## config.mk

```make
export PLATFORM = sky130hd
export DESIGN_NAME = arc_core
export DESIGN_NICKNAME = d
export VERILOG_FILES = /design/src/arc_pkg.sv /design/src/arc_clk_div.sv /design/src/arc_core.sv
export SDC_FILE = /design/constraint.sdc
export NUM_CORES = 1
export LEC_CHECK = 0
export BUFFER_PORTS_ARGS = -buffer_cell sky130_fd_sc_hd__buf_2
export CELL_PAD_IN_SITES_DETAIL_PLACEMENT = 0
export CELL_PAD_IN_SITES_GLOBAL_PLACEMENT = 1
export CORE_MARGIN = 1
export CORE_UTILIZATION = 40
export CTS_CLUSTER_DIAMETER = 40
export DETAILED_ROUTE_END_ITERATION = 6
export GPL_ROUTABILITY_DRIVEN = 0
export PLACE_DENSITY = 0.83
export SETUP_SLACK_MARGIN = 0.5
export SLEW_MARGIN = 20
export SYNTH_ARGS = -nofsm -noshare
export SYNTH_HDL_FRONTEND = slang
export SYNTH_SLANG_ARGS = --single-unit
export TNS_END_PERCENT = 10
```

## constraint.sdc

```tcl
create_clock -name i_sys_clk -period 2.54 [get_ports i_sys_clk]
set_input_delay 0.127 -clock i_sys_clk [delete_from_list [all_inputs] [get_ports i_sys_clk]]
set_output_delay 0.127 -clock i_sys_clk [all_outputs]
set_load 0.01 [all_outputs]
```

## src/arc_pkg.sv

```systemverilog
package arc_pkg;

    // register offsets on the plain register port
    localparam logic [2:0] SC_OFFSET   = 3'h0;
    localparam logic [2:0] HIGH_OFFSET = 3'h1;
    localparam logic [2:0] LOW_OFFSET  = 3'h2;
    localparam logic [2:0] CLK_OFFSET  = 3'h3;

    // status_control_register fields
    localparam int SC_CONVERSION_COMPLETE_FLAG_BIT = 7;
    localparam int SC_IEN_BIT  = 6;
    localparam int SC_CONT_BIT = 5;
    localparam int SC_CHAN_MSB = 4;

    // conversion_clock_control fields
    localparam int CLK_DIV_MSB  = 7;
    localparam int CLK_DIV_LSB  = 5;
    localparam int CLK_ICLS_BIT = 4;
    localparam int CLK_MODE_MSB = 3;
    localparam int CLK_MODE_LSB = 2;

    // justification codes
    localparam logic [1:0] MODE_TRUNC  = 2'h0;
    localparam logic [1:0] MODE_RIGHT  = 2'h1;
    localparam logic [1:0] MODE_LEFT   = 2'h2;
    localparam logic [1:0] MODE_SIGNED = 2'h3;

    // channel code that powers the converter down
    localparam logic [4:0] CHAN_POWER_OFF = 5'h1f;

    // values after reset
    localparam logic [4:0] CHAN_RESET     = 5'h1f;
    localparam logic       IEN_RESET      = 1'b0;
    localparam logic       CONT_RESET     = 1'b0;
    localparam logic [2:0] DIV_RESET      = 3'h0;
    localparam logic       ICLS_RESET     = 1'b0;
    localparam logic [1:0] MODE_RESET     = 2'h1;

    // prescaler terminal count for divide by 16
    localparam logic [3:0] DIV_MAX_LIMIT  = 4'hf;

endpackage
```

## src/arc_clk_div.sv

```systemverilog
`timescale 1ns/1ps
`default_nettype none

// prescaler: one tick out per 1, 2, 4, 8 or 16 source ticks
module arc_clk_div (
    input  wire logic       i_sys_clk,
    input  wire logic       i_resetn,
    input  wire logic       i_src_tick,
    input  wire logic [2:0] i_div_sel,
    output logic            o_tick
);

    logic [3:0] count;
    wire  [3:0] limit;
    wire  [4:0] pow;

    assign pow   = 5'(5'h01 << i_div_sel[1:0]);
    // top bit set means divide by 16 whatever the low bits hold
    assign limit = i_div_sel[2] ? arc_pkg::DIV_MAX_LIMIT : 4'(pow - 5'h01);

    always_ff @(posedge i_sys_clk) begin
        if (!i_resetn) begin
            count  <= 4'h0;
            o_tick <= 1'b0;
        end else if (i_src_tick && count >= limit) begin
            count  <= 4'h0;
            o_tick <= 1'b1;
        end else if (i_src_tick) begin
            count  <= count + 4'h1;
            o_tick <= 1'b0;
        end else begin
            o_tick <= 1'b0;
        end
    end

endmodule // arc_clk_div

`default_nettype wire

```

## src/arc_core.sv

```systemverilog
`timescale 1ns/1ps
`default_nettype none

module arc_core (
    input  wire logic       i_sys_clk,
    input  wire logic       i_resetn,
    input  wire logic [2:0] i_addr,
    input  wire logic [7:0] i_wdata,
    input  wire logic       i_wr,
    input  wire logic       i_rd,
    output logic      [7:0] o_rdata,
    input  wire logic       i_osc_tick,
    input  wire logic       i_conv_done,
    input  wire logic [9:0] i_conv_result,
    output logic            o_adc_clk_en,
    output logic            o_conv_start,
    output logic            o_power_down,
    output logic      [4:0] o_channel,
    output logic            o_conv_irq
);

    typedef enum logic {ARC_IDLE, ARC_BUSY} arc_state_e;

    arc_state_e state;
    arc_state_e next_state;

    logic       conversion_complete_flag;
    logic       conversion_irq_enable;
    logic       continuous_convert;
    logic [4:0] channel_select;
    logic [2:0] clock_divide_select;
    logic       input_clock_select;
    logic [1:0] justify_mode;
    logic [7:0] result_high_byte;
    logic [7:0] result_low_byte;
    logic       pair_lock;
    logic [9:0] last_res;

    // address decode
    wire sel_sc   = (i_addr == arc_pkg::SC_OFFSET);
    wire sel_high = (i_addr == arc_pkg::HIGH_OFFSET);
    wire sel_low  = (i_addr == arc_pkg::LOW_OFFSET);
    wire sel_clk  = (i_addr == arc_pkg::CLK_OFFSET);

    wire wr_sc    = i_wr && sel_sc;
    wire wr_clk   = i_wr && sel_clk;
    wire rd_high  = i_rd && sel_high;
    wire rd_low   = i_rd && sel_low;
    wire rd_data  = rd_high || rd_low;

    // justified formats carry the read interlock, truncation does not
    wire justified = (justify_mode != arc_pkg::MODE_TRUNC);
    wire conv_end  = i_conv_done && (state == ARC_BUSY);
    // a high read in the same cycle also blocks the load so the pair stays coherent
    wire load_res  = conv_end && (!justified || (!pair_lock && !rd_high));
    wire start_req = wr_sc && (i_wdata[arc_pkg::SC_CHAN_MSB:0] != arc_pkg::CHAN_POWER_OFF);
    wire cont_next = conv_end && continuous_convert && !wr_sc;

    // result formatting; unused channels pass through whatever the converter gives
    wire       res_msb    = (justify_mode == arc_pkg::MODE_SIGNED) ? ~i_conv_result[9] : i_conv_result[9];
    wire [7:0] left_high  = {res_msb, i_conv_result[8:2]};
    wire [7:0] left_low   = {i_conv_result[1:0], 6'h00};
    wire [7:0] right_high = {6'h00, i_conv_result[9:8]};
    wire [7:0] right_low  = i_conv_result[7:0];
    wire [7:0] trunc_low  = i_conv_result[9:2];

    // format decode
    wire [7:0] next_high = (justify_mode == arc_pkg::MODE_TRUNC) ? 8'h00 :
                           (justify_mode == arc_pkg::MODE_RIGHT) ? right_high : left_high;
    wire [7:0] next_low  = (justify_mode == arc_pkg::MODE_TRUNC) ? trunc_low :
                           (justify_mode == arc_pkg::MODE_RIGHT) ? right_low : left_low;

    // read mux; complete flag reads zero in interrupt mode
    wire [7:0] sc_read  = {conversion_complete_flag && !conversion_irq_enable, conversion_irq_enable,
                           continuous_convert, channel_select};
    wire [7:0] clk_read = {clock_divide_select, input_clock_select, justify_mode, 2'h0};
    wire [7:0] rd_mux   = sel_sc   ? sc_read :
                          sel_high ? result_high_byte :
                          sel_low  ? result_low_byte :
                          sel_clk  ? clk_read : 8'h00;

    // converter input clock source
    wire src_tick = input_clock_select ? 1'b1 : i_osc_tick;

    assign o_channel = channel_select;

    arc_clk_div u_div (
        .i_sys_clk  (i_sys_clk),
        .i_resetn   (i_resetn),
        .i_src_tick (src_tick),
        .i_div_sel  (clock_divide_select),
        .o_tick     (o_adc_clk_en)
    );

    always_ff @(posedge i_sys_clk) begin
        if (!i_resetn) begin
            o_rdata <= 8'h00;
        end else begin
            o_rdata <= i_rd ? rd_mux : 8'h00;
        end
    end

    // status_control_register
    always_ff @(posedge i_sys_clk) begin
        if (!i_resetn) begin
            conversion_irq_enable <= arc_pkg::IEN_RESET;
            continuous_convert    <= arc_pkg::CONT_RESET;
            channel_select        <= arc_pkg::CHAN_RESET;
            o_power_down          <= 1'b1;
        end else if (wr_sc) begin
            conversion_irq_enable <= i_wdata[arc_pkg::SC_IEN_BIT];
            continuous_convert    <= i_wdata[arc_pkg::SC_CONT_BIT];
            channel_select        <= i_wdata[arc_pkg::SC_CHAN_MSB:0];
            o_power_down          <= !start_req;
        end
    end

    // conversion_clock_control
    always_ff @(posedge i_sys_clk) begin
        if (!i_resetn) begin
            clock_divide_select <= arc_pkg::DIV_RESET;
            input_clock_select  <= arc_pkg::ICLS_RESET;
            justify_mode        <= arc_pkg::MODE_RESET;
        end else if (wr_clk) begin
            clock_divide_select <= i_wdata[arc_pkg::CLK_DIV_MSB:arc_pkg::CLK_DIV_LSB];
            input_clock_select  <= i_wdata[arc_pkg::CLK_ICLS_BIT];
            justify_mode        <= i_wdata[arc_pkg::CLK_MODE_MSB:arc_pkg::CLK_MODE_LSB];
        end
    end

    // conversion sequencing
    always_comb begin
        next_state = state;
        case (state)
            ARC_IDLE: begin
                if (start_req) begin
                    next_state = ARC_BUSY;
                end
            end
            ARC_BUSY: begin
                if (wr_sc) begin
                    next_state = start_req ? ARC_BUSY : ARC_IDLE;
                end else if (conv_end && !continuous_convert) begin
                    next_state = ARC_IDLE;
                end
            end
            default: begin
                next_state = ARC_IDLE;
            end
        endcase
    end

    always_ff @(posedge i_sys_clk) begin
        if (!i_resetn) begin
            state        <= ARC_IDLE;
            o_conv_start <= 1'b0;
        end else begin
            state        <= next_state;
            o_conv_start <= start_req || cont_next;
        end
    end

    // result registers
    always_ff @(posedge i_sys_clk) begin
        if (!i_resetn) begin
            result_high_byte <= 8'h00;
            result_low_byte  <= 8'h00;
        end else if (load_res) begin
            result_high_byte <= next_high;
            result_low_byte  <= next_low;
        end
    end

    // read interlock: high read locks in justified formats only, low read releases
    always_ff @(posedge i_sys_clk) begin
        if (!i_resetn) begin
            pair_lock <= 1'b0;
        end else if (rd_high && justified) begin
            pair_lock <= 1'b1;
        end else if (rd_low) begin
            pair_lock <= 1'b0;
        end
    end

    // completion flag and interrupt; a set beats a clear in the same cycle
    always_ff @(posedge i_sys_clk) begin
        if (!i_resetn) begin
            conversion_complete_flag <= 1'b0;
            o_conv_irq               <= 1'b0;
        end else begin
            if (conv_end && !conversion_irq_enable) begin
                conversion_complete_flag <= 1'b1;
            end else if (rd_data) begin
                conversion_complete_flag <= 1'b0;
            end
            if (conv_end && conversion_irq_enable) begin
                o_conv_irq <= 1'b1;
            end else if (rd_data || wr_sc) begin
                o_conv_irq <= 1'b0;
            end
        end
    end

    // sample of the converter result, read only by the checks below
    always_ff @(posedge i_sys_clk) begin
        if (!i_resetn) begin
            last_res <= 10'h000;
        end else begin
            last_res <= i_conv_result;
        end
    end
endmodule // arc_core

`default_nettype wire

```

---- Word-level counts from Yosys, hierarchy flattened ----
Cells that the tools add are included.
W data, S select, Z words.
cells by class
  $add $sub $neg .......................... 2
  $lt $le $gt $ge ......................... 1
  equality and inequality tests ........... 6
  shift operators ......................... 1
  muxes and demuxes ....................... 22
  bitwise logic cells ..................... 3
  reduce and logical (&&, ||, !) cells .... 35
operators by type and width
  cell                   count
  $mux W8                8
  $logic_and A1 B1 Y1    16
  $mux W1                12
  $reduce_bool A2 Y1     4
  $logic_not A1 Y1       7
  $eq A3 B2 Y1 const B   2
  $ne A5 B5 Y1 const B   1
  $add A4 B1 Y4 const B  1
  $ge A4 B4 Y1           1
  $logic_or A1 B1 Y1     4
  $mux W4                1
  $shl A1 B2 Y4 const A  1
  $sub A4 B1 Y4 const B  1
  $eq A3 B1 Y1 const B   1
  $logic_not A3 Y1       1
  $not A1 Y1             3
  $eq A2 B1 Y1 const B   1
  $eq A2 B2 Y1 const B   1
  $logic_not A2 Y1       1
  $pmux W1 S2            1
  $reduce_and A2 Y1      1
  $reduce_or A2 Y1       1
word-level totals
  bits in registers ....................... 48
  input port bits ......................... 27
  output and inout port bits .............. 17
  logic and storage cells ................. 87

---- Longest topological paths before layout ----
  depth in word-level cells ............... 6
  gate-level depth with buffers ........... 6
  depth with buffers taken out ............ 6

---- Hierarchy ----
From an unflattened synthesis, not the netlist that was laid out.
second synthesis, totals
  cells, all modules ...................... 251
  area total of the unflattened synthesis .. 2,438.6 um^2
by module, submodules not included
  module       times used  cells each  area each (um^2)  seq. area each (um^2)
  arc_core     1           213         2,087.0           860.8
  arc_clk_div  1           38          351.6             100.1

---- Worst setup path after synthesis ----
No wires, ideal clock.
  kind .................................... register to register
  start ................................... reg clock_divide_select[0]
  end ..................................... reg u_div.o_tick
  library setup time ...................... 0.115 ns
  arrival ................................. 1.782 ns
  required time ........................... 2.425 ns
  path slack .............................. 0.642 ns
  cell stages (with the launch flop) ...... 7
  buffers on the path ..................... 0
  period minus slack after synthesis ...... 1.898 ns
  cells stage by stage .................... dfxtp_1 > or3_1 > ha_1 > nand2b_1 > a211oi_1 > o21ai_0 > and3_1
on the way
  longest elaborated chain between the ends .. 6
ends and longest elaborated chain
  element                 line               RTL
  start, declared         arc_core.sv:31     logic [2:0] clock_divide_select;
  start signal, assigned  arc_core.sv:121    clock_divide_select <= arc_pkg::DIV_RESET;
  start signal, assigned  arc_core.sv:125    clock_divide_select <= i_wdata[arc_pkg::CLK_DIV_MSB:arc_pkg::CLK_DIV_LSB];
  $shl A1 B2 Y4           arc_clk_div.sv:17  assign pow = 5'(5'h01 << i_div_sel[1:0]);
  $sub A4 B1 Y4           arc_clk_div.sv:19  assign limit = i_div_sel[2] ? arc_pkg::DIV_MAX_LIMIT : 4'(pow - 5'h01);
  $mux W4                 arc_clk_div.sv:19
  $ge A4 B4 Y1            arc_clk_div.sv:25  end else if (i_src_tick && count >= limit) begin
  $logic_and A1 B1 Y1     arc_clk_div.sv:25
  $mux W1                 arc_clk_div.sv:25
  end signal, assigned    arc_clk_div.sv:24  o_tick <= 1'b0;
  end signal, assigned    arc_clk_div.sv:27  o_tick <= 1'b1;
  end signal, assigned    arc_clk_div.sv:30  o_tick <= 1'b0;
  end, declared           arc_clk_div.sv:10  output logic o_tick
No other way between the ends.
A chain may end at the register's enable or synchronous reset.

---- Worst setup path after layout ----
Ends and elaborated chain as after synthesis.

==> metrics.yaml <==
antenna_found_initial: 0
clk_pin_slew_worst_paths_ns: 0.09
path_cells: "or3_1 > ha_1 > nand2b_1 > a211oi_4 > o21ai_0 > and3_1"
final_cells: 372
rows: 26
drc: 0
hold_viol: 0
placedCellCount: 364
synth.most_common_cell: "dfxtp_1"
drt_pre_antenna_iters: 4
totalWireLength_um: 5730
core-area_sq_mm: 0.00527
setup_viol: 0
r2r_start: "clock_divide_select[0]$_SDFFE_PN0P_"
drv_cap: 0
status: "completed"
fin_crit_sh: 0.779
cp_num_cells: 6
final.setup.tns_ns: 0
syn-cell-area_sq_mm: 0.00226
cp_data_required_time_ns: 2.75
holdPathStages: 2
die_y_um: 77.1
slowest_stage: "or3_1"
start_util: 0.428
synth_cell_type_count: 40
drtIter0Drc: 114
preCtsSetupSlack_ns: 0.424
setup_slack_ns: 0.562
cp-end-kind: "flip-flop"
tightest_slew_ns: 0.576
synth_enable_flop_cells: 0
clock_sinks: 48
crit_end: "u_div.o_tick$_SDFF_PN0_"
grt.overflow.total: 0
slowest_delay_ns: 0.38
cts_made_buffers: 5
post_drt_wl_per_cell_um: 15.4
synth-seq-area-share: 0.426
rsz0062_at_grt: "no"
hold_path_class: "in2reg"
r2r_setup_slack_ns: 0.56
synth.net_count: 296
antenna_cells: 0
cts_setup_buffers: 0
crit_buf_inv: 0
vias: 2037
crit_family: "simple AND/OR/NAND/NOR gates"
startpoint_type: "flip-flop"
grt_usage: 0.202
peakVddDrop_uv: 294
arrival_ns: 2.18
detail-route-antenna-nets: 0
criticalPathCategory: "reg2reg"
drive_above_1_share: 0.202
cts_tree: "yes"
area_growth_pct: 16.1
synth_common_cells: "dfxtp_1 (48), a21oi_1 (30), nand2_1 (26)"
grt_pass1_vias: 1961
io_pins: 44
yosysTopAreaCell: "dfxtp_1"
nets: 333
post-route-min-period_ns: 1.98
grt_max_degree: 23
synth_top_area_frac: 0.426
relSlewSlack: 0.616
powerDensity_mw_per_mm2: 528
clock_latency_ns: 0.30
numPortBuffers: 43
die_area_sq_mm: 0.00595
cts_buffer_depth: 2
synthCells: 264
reg2regPathDepth: 6
skew_ns: 0.00596
async_flop_share: 0
ys_ff_latch: 48
holdWs_ns: 0.0649
startpoint: "clock_divide_select[0]$_SDFFE_PN0P_"
postSynthAreaPerCell_sq_um: 8.55
cts_hold_buf: 0
p_leak_nw: 1.10
hpwl_um: 4070
root_buffer: "clkbuf_8"
drt-vias-per-instance: 5.48
p_total_mw: 1.38
synthTopCellsByArea: "dfxtp_1 (43%), mux2i_1 (8.4%), a21oi_1 (6.7%), nand2_1 (4.3%), o21ai_0 (4.2%)"
die_w_um: 77.1
maxSlewViolCount: 0
ys_warn_count: 0
timing.rr.end: "u_div.o_tick$_SDFF_PN0_"
synth_flop_cell: "dfxtp_1"
grt_pass1_wl_um: 9490
h-tree-depth: 2
crit_fanout: 5
fmax_mhz: 505
## cells in the final DEF (no fill, tap or decap), types with 2 or more instances in the layout
master,synthesis,final
a211oi_1,5,4
a21oi_1,30,30
a22oi_1,3,3
and3_1,2,2
buf_2,3,43
buf_4,0,4
clkbuf_8,0,6
clkinv_2,0,2
dfxtp_1,48,48
ha_1,5,5
inv_1,7,7
mux2i_1,19,19
nand2_1,26,26
nand2b_1,3,3
nand3_1,13,13
nand4_1,7,7
nor2_1,15,15
nor2b_1,7,7
o2111ai_1,2,2
o21ai_0,19,19
o21ai_1,6,6
o221ai_1,5,5
o22ai_1,2,2
or3_1,2,2
or4_1,6,6
## worst min-delay path by stage
stage / startpoint / to
final: i_rd / o_rdata[7]$_SDFF_PN0_
after global routing: i_rd / o_rdata[7]$_SDFF_PN0_
after CTS: i_rd / o_rdata[7]$_SDFF_PN0_
after detailed placement: i_rd / o_rdata[7]$_SDFF_PN0_
after global placement: i_wdata[3] / o_channel[3]$_SDFFE_PN1P_
after floorplan: i_wdata[2] / o_channel[2]$_SDFFE_PN1P_
## cell type report
cell class,count,area [sq um]
inverters,7,26.3
well taps,70,87.6
clock inverters,2,10.0
multi-input cells,192,1210
flip-flops and latches,48,961
fillers,530,2650
clock buffers,6,82.6
repair buffers,47,245
## kinds of logic (layout without fill, tap and decap cells)
| logic type | Yosys count | after routing | synth area share |
|---|---|---|---|
| AND/OR/NAND/NOR | 89 | 89 | 0.207 |
| AO/OA/AOI/OAI | 77 | 77 | 0.201 |
| flip-flops | 48 | 48 | 0.426 |
| buffers and inverters | 24 | 62 | 0.0449 |
| multiplexers | 20 | 20 | 0.0892 |
| adder cells (fa/ha/maj) | 5 | 5 | 0.0277 |
| XOR/XNOR | 1 | 1 | 0.00388 |
## layer usage
layer  vias up  GRT usage  share of wire
met1       936      0.271           0.47
met2        52      0.321           0.45
met4         0     0.0623          0.012
li1       1042          -              -
met5         -          0              0
met3         7     0.0429          0.059
## registers in the layout (all words and copies together), names as in the netlist, 2 cells and up
name	count
clock_divide_select	3
justify_mode	2
o_channel	5
o_rdata	8
result_high_byte	8
result_low_byte	8
u_div.count	4
## stage by stage
stage	utilization	instance area, sq um
2_1_floorplan	-	2260
3_3_place_gp	0.477	2510
3_5_place_dp	0.477	2510
4_1_cts	0.496	2610
5_1_grt	0.497	2620
6_report	0.497	2620
## power by group
group	total, mW	internal, mW	switching (mW)
clock network	0.468	0.218	0.251
logic	0.142	0.0559	0.0857
registers	0.775	0.766	0.00905
## what timing repair did
action                     4_1_cts  5_1_grt
setup endpoints to repair        3        2
resized for setup                1        1
pin swaps                        0        0
Power figures use the tool's default switching activity.
